===== config.mk =====
export PLATFORM = sky130hd
export DESIGN_NAME = window_reference_mode_mapper
export DESIGN_NICKNAME = d
export VERILOG_FILES = /design/src/verilog/wrm_pkg.sv /design/src/verilog/wrm_addr_gen.sv /design/src/verilog/window_reference_mode_mapper.sv
export SDC_FILE = /design/constraint.sdc
export NUM_CORES = 1
export LEC_CHECK = 0
export BUFFER_PORTS_ARGS = -buffer_cell sky130_fd_sc_hd__buf_4
export CORE_UTILIZATION = 35
export DETAILED_ROUTE_END_ITERATION = 8
export GPL_ROUTABILITY_DRIVEN = 0
export PLACE_DENSITY = 0.54
export SLEW_MARGIN = 20
export SYNTH_ARGS = -nofsm -noshare
export SYNTH_HDL_FRONTEND = slang
export SYNTH_SLANG_ARGS = --single-unit

===== constraint.sdc =====
create_clock -name CLOCK -period 8.3 [get_ports CLOCK]
set_input_delay 1.66 -clock CLOCK [delete_from_list [all_inputs] [get_ports CLOCK]]
set_output_delay 1.66 -clock CLOCK [all_outputs]
set_load 0.005 [all_outputs]

===== src/verilog/wrm_pkg.sv =====
// Constants and types shared by the window reference mode mapper
`default_nettype none
package wrm_pkg;
  localparam int PHYS_BASE_W = 24;
  localparam int DISP_W = 16;
  localparam int SEL_W = 16;
  localparam int NUM_WIN = 4;
  localparam int WIN_W = 2;
  localparam logic [WIN_W-1:0] SWITCH_WIN = 2'h1;
  localparam logic [PHYS_BASE_W-1:0] PROC_ID_ADDR = 24'h000000;
  localparam logic [PHYS_BASE_W-1:0] IPM_ADDR = 24'h000002;
  localparam logic RST_PHYS_MODE = 1'b0;
  localparam logic RST_W1_ICON = 1'b0;
  localparam int FUNC_W = 4;
  // Functions still accepted in physical mode, one bit per function code
  localparam logic [15:0] PHYS_FUNC_MASK = 16'h0007;
  localparam logic [3:0] RIGHT_READ = 4'h1;
  localparam logic [3:0] RIGHT_WRITE = 4'h2;
  typedef enum logic [3:0] {
    ST_IDLE = 4'b0001,
    ST_LOOK = 4'b0010,
    ST_CHECK = 4'b0100,
    ST_DONE = 4'b1000
  } ref_state_type;
endpackage : wrm_pkg
`default_nettype wire


===== src/verilog/wrm_addr_gen.sv =====
// Base plus displacement adder with interconnect alignment check
`default_nettype none
module wrm_addr_gen #(
  parameter int BASE_W = 24,
  parameter int DISP_W = 16
) (
  input wire logic [BASE_W-1:0] base,
  input wire logic [DISP_W-1:0] disp,
  input wire logic icon_space,
  output logic [BASE_W-1:0] addr,
  output logic misaligned
);
  always_comb begin
    addr = base + BASE_W'(disp);
    misaligned = icon_space & addr[0];
  end
endmodule : wrm_addr_gen
`default_nettype wire


===== src/verilog/window_reference_mode_mapper.sv =====
// Window address development in logical and physical reference modes
`default_nettype none
module window_reference_mode_mapper #(
  parameter int NUM_WIN = wrm_pkg::NUM_WIN
) (
  input wire logic CLOCK,
  input wire logic ARST_N,
  input wire logic SET_MODE,
  input wire logic SET_PHYS,
  input wire logic SET_SPACE,
  input wire logic SET_ICON,
  input wire logic OPEN,
  input wire logic [wrm_pkg::WIN_W-1:0] OPEN_WIN,
  input wire logic [wrm_pkg::PHYS_BASE_W-1:0] OPEN_BASE,
  input wire logic [wrm_pkg::SEL_W-1:0] OPEN_SEL,
  input wire logic DESC_VALID,
  input wire logic [wrm_pkg::PHYS_BASE_W-1:0] DESC_BASE,
  input wire logic [wrm_pkg::DISP_W-1:0] DESC_LEN,
  input wire logic [3:0] DESC_RIGHTS,
  input wire logic DESC_DATA_SEG,
  input wire logic REF_REQ,
  input wire logic [wrm_pkg::WIN_W-1:0] REF_WIN,
  input wire logic [wrm_pkg::DISP_W-1:0] REF_OFS,
  input wire logic REF_WRITE,
  input wire logic FUNC_REQ,
  input wire logic [wrm_pkg::FUNC_W-1:0] FUNC_CODE,
  output logic PHYS_MODE,
  output logic W1_ICON,
  output logic DESC_REQ,
  output logic [wrm_pkg::SEL_W-1:0] DESC_SEL,
  output logic BUS_REQ,
  output logic BUS_ICON,
  output logic BUS_WRITE,
  output logic [wrm_pkg::PHYS_BASE_W-1:0] BUS_ADDR,
  output logic REF_FAULT,
  output logic REG_PROC_ID,
  output logic REG_IPM,
  output logic FUNC_ACCEPT,
  output logic FUNC_REJECT
);
  logic rst_s1_q, rst_s2_q;
  wire logic rst_n = rst_s2_q;
  always_ff @(posedge CLOCK or negedge ARST_N) begin
    if (!ARST_N) begin
      rst_s1_q <= 1'b0;
      rst_s2_q <= 1'b0;
    end else begin
      rst_s1_q <= 1'b1;
      rst_s2_q <= rst_s1_q;
    end
  end

  function automatic logic is_switch_win(input logic [wrm_pkg::WIN_W-1:0] w);
    return w == wrm_pkg::SWITCH_WIN;
  endfunction

  // Mode bits; a reference already in flight keeps the space it was started with
  always_ff @(posedge CLOCK or negedge rst_n) begin
    if (!rst_n) begin
      PHYS_MODE <= wrm_pkg::RST_PHYS_MODE;
      W1_ICON <= wrm_pkg::RST_W1_ICON;
    end else begin
      if (SET_MODE) PHYS_MODE <= SET_PHYS;
      if (SET_SPACE) W1_ICON <= SET_ICON;
    end
  end

  // Per-window mapping state
  logic [wrm_pkg::PHYS_BASE_W-1:0] base_q [NUM_WIN];
  logic [wrm_pkg::DISP_W-1:0] len_q [NUM_WIN];
  logic [3:0] rights_q [NUM_WIN];
  logic [NUM_WIN-1:0] open_q, logical_q, data_q;
  // Only one lookup may be outstanding; logical opens arriving meanwhile are dropped
  logic pend_q;
  logic [wrm_pkg::WIN_W-1:0] pend_win_q;

  // Descriptor lookup for logical opens
  always_ff @(posedge CLOCK or negedge rst_n) begin
    if (!rst_n) begin
      DESC_REQ <= 1'b0;
      DESC_SEL <= '0;
      pend_q <= 1'b0;
      pend_win_q <= '0;
    end else begin
      if (OPEN && !PHYS_MODE && !pend_q) begin
        DESC_REQ <= 1'b1;
        DESC_SEL <= OPEN_SEL;
        pend_q <= 1'b1;
        pend_win_q <= OPEN_WIN;
      end else if (pend_q && DESC_VALID) begin
        DESC_REQ <= 1'b0;
        pend_q <= 1'b0;
      end
    end
  end

  // A physical open outranks a lookup completing for the same window in one cycle
  genvar g;
  generate
    for (g = 0; g < NUM_WIN; g++) begin : g_win
      always_ff @(posedge CLOCK or negedge rst_n) begin
        if (!rst_n) begin
          base_q[g] <= '0;
          len_q[g] <= '0;
          rights_q[g] <= '0;
          open_q[g] <= 1'b0;
          logical_q[g] <= 1'b0;
          data_q[g] <= 1'b0;
        end else if (OPEN && PHYS_MODE && OPEN_WIN == g) begin
          base_q[g] <= OPEN_BASE;
          open_q[g] <= 1'b1;
          logical_q[g] <= 1'b0;
        end else if (pend_q && DESC_VALID && pend_win_q == g) begin
          base_q[g] <= DESC_BASE;
          len_q[g] <= DESC_LEN;
          rights_q[g] <= DESC_RIGHTS;
          data_q[g] <= DESC_DATA_SEG;
          open_q[g] <= 1'b1;
          logical_q[g] <= 1'b1;
        end
      end
    end
  endgenerate

  // Reference path
  logic icon_sel;
  logic [wrm_pkg::PHYS_BASE_W-1:0] tgt_addr;
  logic misaligned;
  logic prot_fail;
  always_comb begin
    icon_sel = is_switch_win(REF_WIN) && W1_ICON;
    prot_fail = 1'b0;
    if (logical_q[REF_WIN] && !PHYS_MODE) begin
      // Bounds, rights and segment type checks
      prot_fail = (REF_OFS >= len_q[REF_WIN]) || !data_q[REF_WIN] ||
        ((REF_WRITE ? (rights_q[REF_WIN] & wrm_pkg::RIGHT_WRITE)
                    : (rights_q[REF_WIN] & wrm_pkg::RIGHT_READ)) == 4'h0);
    end
    if (PHYS_MODE) prot_fail = 1'b0;
  end

  // One adder serves both spaces; only interconnect references must land on even addresses
  wrm_addr_gen #(
    .BASE_W(wrm_pkg::PHYS_BASE_W),
    .DISP_W(wrm_pkg::DISP_W)
  ) u_addr (
    .base(base_q[REF_WIN]),
    .disp(REF_OFS),
    .icon_space(icon_sel),
    .addr(tgt_addr),
    .misaligned(misaligned)
  );

  always_ff @(posedge CLOCK or negedge rst_n) begin
    if (!rst_n) begin
      BUS_REQ <= 1'b0;
      BUS_ICON <= 1'b0;
      BUS_WRITE <= 1'b0;
      BUS_ADDR <= '0;
      REF_FAULT <= 1'b0;
      REG_PROC_ID <= 1'b0;
      REG_IPM <= 1'b0;
    end else begin
      BUS_REQ <= 1'b0;
      REF_FAULT <= 1'b0;
      REG_PROC_ID <= 1'b0;
      REG_IPM <= 1'b0;
      if (REF_REQ) begin
        // A window left stale by a mode change faults rather than misroute
        if (!open_q[REF_WIN] || misaligned || prot_fail ||
            (logical_q[REF_WIN] == PHYS_MODE)) begin
          REF_FAULT <= 1'b1;
        end else begin
          BUS_REQ <= 1'b1;
          BUS_ICON <= icon_sel;
          BUS_WRITE <= REF_WRITE;
          BUS_ADDR <= tgt_addr;
          REG_PROC_ID <= icon_sel && tgt_addr == wrm_pkg::PROC_ID_ADDR;
          REG_IPM <= icon_sel && tgt_addr == wrm_pkg::IPM_ADDR;
        end
      end
    end
  end

  // Function requests
  // Logical mode accepts every code; the mask only narrows what physical mode allows
  always_ff @(posedge CLOCK or negedge rst_n) begin
    if (!rst_n) begin
      FUNC_ACCEPT <= 1'b0;
      FUNC_REJECT <= 1'b0;
    end else begin
      FUNC_ACCEPT <= 1'b0;
      FUNC_REJECT <= 1'b0;
      if (FUNC_REQ) begin
        if (PHYS_MODE && !wrm_pkg::PHYS_FUNC_MASK[FUNC_CODE]) begin
          FUNC_REJECT <= 1'b1;
        end else begin
          FUNC_ACCEPT <= 1'b1;
        end
      end
    end
  end
endmodule : window_reference_mode_mapper
`default_nettype wire


# ---- After elaboration in Yosys (flattened, before gate mapping)
# Memory sizes are Yosys's and may differ from the RTL's.
# Index checks and enable logic that the tools add are counted.
dict set report word_totals {
  mem_bits_ro 16
  memories 1
  in_bits 120
  reg_bits 243
}
# memory depth word_bits rd rd_ports_with_merged_regs wr line
set mem_list {}
lappend mem_list {{(no name shown)} 16 1 1 0 0 window_reference_mode_mapper.sv:195} ;# if (PHYS_MODE && !wrm_pkg::PHYS_FUNC_MASK[FUNC_CODE]) begin
dict set report classes {
  eq_ne 9
  reduce_logical 41
  n_mux 53
  addsub 1
  bitwise_logic 7
  magnitude_cmp 4
}
# operator count
set ops {}
lappend ops {{$mux 24} 10}
lappend ops {{$bmux 24 s2} 1}
lappend ops {{$bmux 16 s2} 1}
lappend ops {{$mux 1} 32}
lappend ops {{$mux 16} 2}
lappend ops {{$add 24x16->24} 1}
lappend ops {{$eq 24x2->1 const B} 1}
lappend ops {{$logic_not 24->1} 1}
lappend ops {{$logic_and 1x1->1} 17}
lappend ops {{$ge 16x16->1} 1}
lappend ops {{$reduce_and 2->1} 5}
lappend ops {{$reduce_bool 2->1} 5}
lappend ops {{$bmux 4 s2} 1}
lappend ops {{$eq 2x2->1 const B} 4}
lappend ops {{$bmux 1 s2} 3}
lappend ops {{$eq 2x1->1 const B} 3}
lappend ops {{$mux 2} 3}
lappend ops {{$logic_not 1->1} 5}
lappend ops {{$logic_or 1x1->1} 5}
lappend ops {{$lt 4x5->1 const B} 1}
lappend ops {{$not 1->1} 5}
lappend ops {{$logic_not 2->1} 2}
lappend ops {{$logic_not 4->1} 1}
lappend ops {{$ge 3x3->1 const B} 1}
lappend ops {{4 further kinds} 4}

# ---- Longest topological paths before layout
# Gate-level depths: netlist of the first run.
dict set report depth {
  ltp_word 13
  mapped_depth 14
}

# ---- Cells and area by module
# From an unflattened synthesis of the first run, not the netlist that was laid out.
dict set report hier_totals {
  hier_cells 1060
  hier_area_um2 12164.2
}
# module instances cells_per_inst area_each_um2 seq_area_each_um2
set modules_own_cells {}
lappend modules_own_cells {window_reference_mode_mapper 1 928 11222.0 5880.6}
lappend modules_own_cells {wrm_addr_gen 1 132 942.2 0.0}

# ---- Least setup slack after synthesis of the first run
# Ideal clock, no wire load.
dict set report synth_timing {
  kind {input port to flip-flop}
  start {input port REF_WIN[0] in the netlist's numbering}
  end {register REG_IPM}
  t_arrival_ns 4.839
  path_buffers 4
  path_slack_ns 3.360
  required_ns 8.199
  cell_stages 13
  cell_sequence {buf_6 buf_2 buf_2 mux4_2 ha_1 clkbuf_1 a21oi_1 o21ai_1 and2_1 o311ai_0 and2_1 o21ai_1 nor4_1}
}
dict set report synth_between {
  elab_chain_len 13
}
# item line
set synth_lines {}
lappend synth_lines {{start, declared} window_reference_mode_mapper.sv:22} ;# input wire logic [wrm_pkg::WIN_W-1:0] REF_WIN,
lappend synth_lines {{branches (longest 11 deep; another with $add 24x16->24)} n/a}
lappend synth_lines {{$mux 1 (*)} window_reference_mode_mapper.sv:170} ;# if (!open_q[REF_WIN] || misaligned || prot_fail ||
lappend synth_lines {{$mux 1 (*)} window_reference_mode_mapper.sv:168} ;# if (REF_REQ) begin
lappend synth_lines {{end signal, assigned} window_reference_mode_mapper.sv:179} ;# REG_IPM <= icon_sel && tgt_addr == wrm_pkg::IPM_ADDR;
lappend synth_lines {{end, declared} window_reference_mode_mapper.sv:37} ;# output logic REG_IPM,
# Mark *: on every way between the ends. The select of a mux whose other input is x is not followed.
# A chain may end at the register's enable or synchronous reset.

# ---- Final worst setup path of the first run
# Same ends and word-level chain as after synthesis.

==> flow_metrics.env, run 1 <==
export IMPL_postCtsSetupBuffers=0
export IMPL_tns_ns=0
export IMPL_synth_edff_count=0
export IMPL_period_needed_ns=5.276
export IMPL_path_clk_slew_ns=0.05
export IMPL_crit_slowest_cell="mux4_2"
export IMPL_clk_latency_ns=0.54
export IMPL_worstPathArrival_ns=5.70
export IMPL_synth_seq_cells=235
export IMPL_outcome="completed"
export IMPL_cts_tree="done"
export IMPL_drtAntennaViolNets=0
export IMPL_clockRootBuffer="clkbuf_16"
export IMPL_seqPwrFrac_pct=39.0
export IMPL_rsz0062_at_grt="no"
export IMPL_grt_pass1_vias=8916
export IMPL_clk_path_buf_depth=3
export IMPL_vias_per_cell=5.181
export IMPL_fmax_ghz=0.1895
export IMPL_endpoint_kind="flop"
export IMPL_finalPower_uw=4889
export IMPL_antenna_found_initial=3
export IMPL_synthCells=1035
export IMPL_cp_start_kind="input port"
export IMPL_cts_max_level=1
export IMPL_max_stage_delay_ns=0.60
export IMPL_path_max_fanout=27
export IMPL_crit_path_cell_trace="buf_4, buf_4, mux4_2, ha_1, a21oi_1, o21ai_1, a311oi_1, a21boi_0, mux2i_1, o21ai_1, nor4_1"
export IMPL_combPwrFrac_pct=36.9
export IMPL_clkPwrFrac_pct=24.2
export IMPL_post_cts_resize_count=0
export IMPL_critPathBufInv=2
export IMPL_cp_required_ns=8.72
export IMPL_ios=171
export IMPL_synth_fp_nets=1189
export IMPL_vias=8642
export IMPL_finalMaxSlewViolations=0
export IMPL_grt_max_degree=156
export IMPL_nFillCells=3323
export IMPL_area_growth_pct=21.71
export IMPL_synth_top_area_share_pct=48.16
export IMPL_synthFlopType="dfrtp_1"
export IMPL_hold_violations=0
export IMPL_peakVddDrop_v=0.0001635
export IMPL_yosysWarnings=0
export IMPL_drc=0
export IMPL_drtPass1Iterations=5
export IMPL_swShare_pct=32.42
export IMPL_ys_types=67
export IMPL_port_buffers=168
export IMPL_grt_total_usage_pct=18.60
export IMPL_post_synth_top_count_cell="dfrtp_1"
export IMPL_pre_cts_slack_ns=2.423
export IMPL_tightest_slew_ns=1.050
export IMPL_cts_num_sinks=235
export IMPL_grt_pass1_wl_mm=51.22
export IMPL_initial_core_util_pct=35.44
export IMPL_synth_common_cells="dfrtp_1 (235), mux2_2 (115), a21oi_1 (102), nor2_1 (102), mux2i_1 (98)"
export IMPL_fp_row_count=68
export IMPL_wl_per_cell_um=19.69
export IMPL_core_um2=34460
export IMPL_seq_area_frac_synth_pct=48.16
export IMPL_overflow=0
export IMPL_min_path_type="reg -> async"
export IMPL_synth_area_leaders="dfrtp_1 (48%), mux2_2 (11%), mux2i_1 (8.0%)"
export IMPL_setup_viol=0
export IMPL_fin_nets=1345
export IMPL_period_share_pct=63.57
export IMPL_die_area_um2=35640
export IMPL_leakagePower_uw=0.006785
export IMPL_max_cap_violations=0
export IMPL_p_int_uw=3304
export IMPL_p_sw_uw=1585
export IMPL_die_height_um=188.8
export IMPL_drive_above_1_share_pct=33.36
export IMPL_yosys_area_top_type="dfrtp_1"
export IMPL_drt_iter0_drc=477
export IMPL_setup_ws_ns=3.024
export IMPL_syn_cell_area_um2=12210
export IMPL_cts_hold_buf=0
export IMPL_path_class="in -> reg"
export IMPL_synth_area_per_cell_um2=11.80
export IMPL_drt_total_wl_mm=32.84
export IMPL_whs_ns=0.2843
export IMPL_slew_headroom_pct=29.74
export IMPL_utilization_pct=43.13
export IMPL_critPathTopFamily="compound AO/OA/AOI/OAI gates"
export IMPL_async_flop_share_pct=100.0
export IMPL_p_per_area_nw_per_um2=329.0
export IMPL_dpl_hpwl_mm=21.90
export IMPL_cts_buffers=29
export IMPL_fin_worst_skew_ns=0.01502
export IMPL_die_width_um=188.8
-- worst paths after layout --
| path | from | end | slack (ns) | cells past startpoint |
|---|---|---|---|---|
| min | rst_n$_DFF_PN0_ | len_q[16]$_DFFE_PN0P_ | 0.28 | 0 |
| min reg2reg | rst_n$_DFF_PN0_ | len_q[16]$_DFFE_PN0P_ | 0.28 | 0 |
| max | REF_WIN[0] | REG_IPM$_DFF_PN0_ | 3.02 | 11 |
| min in group CLOCK | rst_s1_q$_DFF_PN0_ | rst_n$_DFF_PN0_ | 0.35 | 0 |
| max in group asynchronous | rst_n$_DFF_PN0_ | base_q[56]$_DFFE_PN0P_ | 6.23 | 2 |
| max reg2reg | len_q[15]$_DFFE_PN0P_ | REG_IPM$_DFF_PN0_ | 4.52 | 11 |
-- final cells by class --
| type | instances | area, µm² | share of cell area, % |
|---|---|---|---|
| Multi-Input combinational cell | 717 | 6026 | 40.55 |
| Tap cell | 455 | 569.3 | 3.831 |
| Clock inverter | 7 | 45.04 | 0.3031 |
| Timing Repair Buffer | 183 | 1386 | 9.328 |
| Clock buffer | 44 | 852.1 | 5.733 |
| Antenna cell | 2 | 5.005 | 0.03368 |
| Inverter | 25 | 93.84 | 0.6314 |
| Sequential cell | 235 | 5884 | 39.59 |
-- cell usage in the layout (no fill, tap or decap), drive strengths merged, types with 8 or more instances in the layout --
| master | synthesis | layout |
|---|---|---|
| o21ai | 39 | 39 |
| nor3 | 8 | 8 |
| clkbuf | 39 | 44 |
| mux4 | 43 | 43 |
| nand2 | 49 | 49 |
| xnor2 | 12 | 12 |
| mux2 | 115 | 115 |
| a21oi | 102 | 102 |
| ha | 33 | 33 |
| buf | 19 | 183 |
| inv | 25 | 25 |
| mux2i | 98 | 98 |
| nor2 | 103 | 103 |
| dfrtp | 235 | 235 |
-- cell families after synthesis --
| family | synth area share [%] |
|---|---|
| compound gates | 9.284 |
| xor+xnor | 1.363 |
| fa+ha+maj | 3.545 |
| buf+inv | 2.746 |
| flops | 48.16 |
| mux | 26.60 |
| other cells | 0.03071 |
| simple gates | 8.270 |
-- flip-flops by register name (all words and copies together), names as in the netlist, 2 cells and up --
name,cells
base_q,96
data_q,4
rights_q,8
len_q,64
logical_q,4
BUS_ADDR,24
pend_win_q,2
DESC_SEL,16
open_q,4
-- metrics by stage --
stage | instances | area [µm²]
floorplan | 1035 | 12210
global placement | 1615 | 13960
detailed placement | 1615 | 13960
CTS | 1666 | 14860
global route | 1668 | 14860
finish | 1668 | 14860
-- per-layer routing --
layer  wire length, µm  global-route usage, %  vias to the layer above
met1             14590                  25.24                     4279
li1                  -                      -                     4074
met5                13                      0                        -
met3              1853                  3.446                       42
met4               675                  4.218                        2
met2             15710                  30.77                      245
-- power groups by stage --
stage	Clock [µW]	Sequential, µW	Combinational, µW
final	1180	1910	1800
after floorplan	0	1860	1270
after detailed placement	0	1930	1810
after global placement	0	1910	1770
after global routing	1270	1970	1990
after CTS	1220	1910	1810
(Power assumes the default switching activity.)
==> run 2: changes to the inputs <==
clock period = 5.5 ns   (was 8.3 ns; I/O delays follow)
==> run 2 against run 1 <==
Net effect:
- final area is 0.41% higher
- register-to-register slack worse by 2.4 ns
- clock skew is 0.0043 ns lower
- die area stayed put
- setup slack worse by 1.8 ns
- combinational power is 51% higher
- first-iteration DRC count is 3.6% lower
- core utilization is 0.18 points higher
- count of clock-buffer cells in the layout is 1 higher
- sequential share of layout area is 0.16 points lower
- critical endpoint unchanged
==> flow_metrics.env, run 2 (synthesis gave the netlist of run 1 again) <==
export IMPL_outcome="completed"
export IMPL_path_max_fanout=25
export IMPL_clk_latency_ns=0.54
export IMPL_vias_per_cell=5.158
export IMPL_peakVddDrop_v=0.0002981
export IMPL_vias=8614
export IMPL_drive_above_1_share_pct=33.61
export IMPL_endpoint_kind="flop"
export IMPL_grt_max_degree=146
export IMPL_dpl_hpwl_mm=22.15
export IMPL_cts_max_level=1
export IMPL_utilization_pct=43.31
export IMPL_crit_slowest_cell="a211oi_1"
export IMPL_setup_viol=0
export IMPL_cts_buffers=28
export IMPL_drt_total_wl_mm=32.55
export IMPL_path_clk_slew_ns=0.06
export IMPL_rsz0062_at_grt="no"
export IMPL_drtPass1Iterations=5
export IMPL_worstPathArrival_ns=4.70
export IMPL_cp_required_ns=5.94
export IMPL_core_um2=34460
export IMPL_grt_util_met1_pct=25.41
export IMPL_use_met3_pct=3.669
export IMPL_cts_tree="done"
export IMPL_die_height_um=188.8
export IMPL_area_growth_pct=22.22
export IMPL_clkPwrFrac_pct=24.8
export IMPL_fin_worst_skew_ns=0.01075
export IMPL_max_stage_delay_ns=0.59
export IMPL_leakagePower_uw=0.006820
export IMPL_grt_busiest_layer="met2"
export IMPL_cp_start_kind="input port"
export IMPL_final_cell_mix="dfrtp_1 (234), buf_4 (187), mux2_2 (115)"
export IMPL_nFillCells=3297
export IMPL_min_path_type="reg -> async"
export IMPL_overflow=0
export IMPL_combPwrFrac_pct=36.5
export IMPL_multi_input_area_um2=6026
export IMPL_drt_iter0_drc=460
export IMPL_ff_latch_area_um2=5884
export IMPL_clockRootBuffer="clkbuf_16"
export IMPL_antenna_found_initial=1
export IMPL_ios=171
export IMPL_pre_cts_slack_ns=0.6241
export IMPL_tightest_slew_ns=1.084
export IMPL_wl_per_cell_um=19.49
export IMPL_slew_headroom_pct=27.46
export IMPL_fmax_ghz=0.2346
export IMPL_fin_nets=1349
export IMPL_initial_core_util_pct=35.44
export IMPL_grt_total_usage_pct=18.46
export IMPL_drtAntennaViolNets=0
export IMPL_period_needed_ns=4.263
export IMPL_hold_violations=0
export IMPL_largest_register_ffs=96
export IMPL_swShare_pct=31.97
export IMPL_finalPower_uw=7430
export IMPL_fp_row_count=68
export IMPL_grt_pass1_wl_mm=50.83
export IMPL_path_class="in -> reg"
export IMPL_post_cts_resize_count=0
export IMPL_postCtsSetupBuffers=0
export IMPL_port_buffers=168
export IMPL_layout_commonest_cell="dfrtp_1"
export IMPL_drc=0
export IMPL_top_register="base_q"
export IMPL_die_area_um2=35640
export IMPL_p_per_area_nw_per_um2=497.9
export IMPL_p_int_uw=5054
export IMPL_finalMaxSlewViolations=0
export IMPL_clk_path_buf_depth=3
export IMPL_cts_num_sinks=235
export IMPL_critPathBufInv=2
export IMPL_cts_hold_buf=0
export IMPL_period_share_pct=77.52
export IMPL_grt_pass1_vias=8649
export IMPL_met2_usage_pct=29.75
export IMPL_seqPwrFrac_pct=38.8
export IMPL_p_sw_uw=2375
export IMPL_max_cap_violations=0
export IMPL_tns_ns=0
export IMPL_setup_ws_ns=1.237
export IMPL_crit_path_cell_trace="buf_4, buf_4, mux4_2, ha_1, o21ai_0, o21ba_2, a211oi_1, o21ai_0, a211oi_1, nand4b_1, nor4_1"
export IMPL_top_regs="base_q x96, len_q x64, BUS_ADDR x24"
export IMPL_critPathTopFamily="compound AO/OA/AOI/OAI gates"
export IMPL_die_width_um=188.8
-- run 2: metal layers --
| layer | up-vias | part of all wire, % |
|---|---|---|
| li1 | 4096 | - |
| met2 | 224 | 47 |
| met3 | 46 | 5.7 |
| met1 | 4248 | 45 |
| met4 | 0 | 2.2 |
| met5 | - | 0 |
-- run 2: path summary, 6_finish.rpt --
kind / startpoint / end / slack (ns) / depth (start not counted)
max reg2reg: base_q[32]$_DFFE_PN0P_ / REG_IPM$_DFF_PN0_ / 2.12 / 9
min: rst_n$_DFF_PN0_ / len_q[34]$_DFFE_PN0P_ / 0.29 / 0
min in group CLOCK: rst_s1_q$_DFF_PN0_ / rst_n$_DFF_PN0_ / 0.35 / 0
min reg2reg: rst_n$_DFF_PN0_ / len_q[34]$_DFFE_PN0P_ / 0.29 / 0
max in group asynchronous: rst_n$_DFF_PN0_ / base_q[45]$_DFFE_PN0P_ / 3.97 / 1
max: REF_WIN[0] / REG_IPM$_DFF_PN0_ / 1.24 / 11
-- run 2: worst register-to-register path, cell delays in order (launching register included) --
cell and delay (ns):
dfrtp_1 0.39, mux4_2 0.51, ha_1 0.44, a21oi_1 0.17, o21ai_1 0.41, a311oi_1 0.21, a21boi_0 0.50, mux2i_1 0.23
o21ai_1 0.12, nor4_1 0.30
-- run 2: through the flow --
stage / instance area, µm² / hold slack (ns) / std cells
floorplan: 12210 / 0.3311 / 1035
global placement: 14000 / 0.3147 / 1620
detailed placement: 14000 / 0.3210 / 1620
CTS: 14920 / 0.3061 / 1669
global route: 14920 / 0.3078 / 1670
finish: 14920 / 0.2890 / 1670
-- run 2: final cells by class --
type,count,share of cell area [%]
well taps,455,3.815
clock buffers,45,5.869
multi-input cells,717,40.38
flip-flops and latches,235,39.43
repair buffers,188,9.541
clock inverters,4,0.3186
inverters,25,0.6288
diodes,1,0.01677
-- run 2: power by group through the flow --
| stage | sequential, µW | clock, µW | combinational (µW) |
|---|---|---|---|
| after floorplan | 2800 | 0 | 1910 |
| after global placement | 2890 | 0 | 2670 |
| after detailed placement | 2920 | 0 | 2720 |
| after CTS | 2890 | 1890 | 2730 |
| after global routing | 2980 | 1960 | 2980 |
| final | 2880 | 1840 | 2710 |
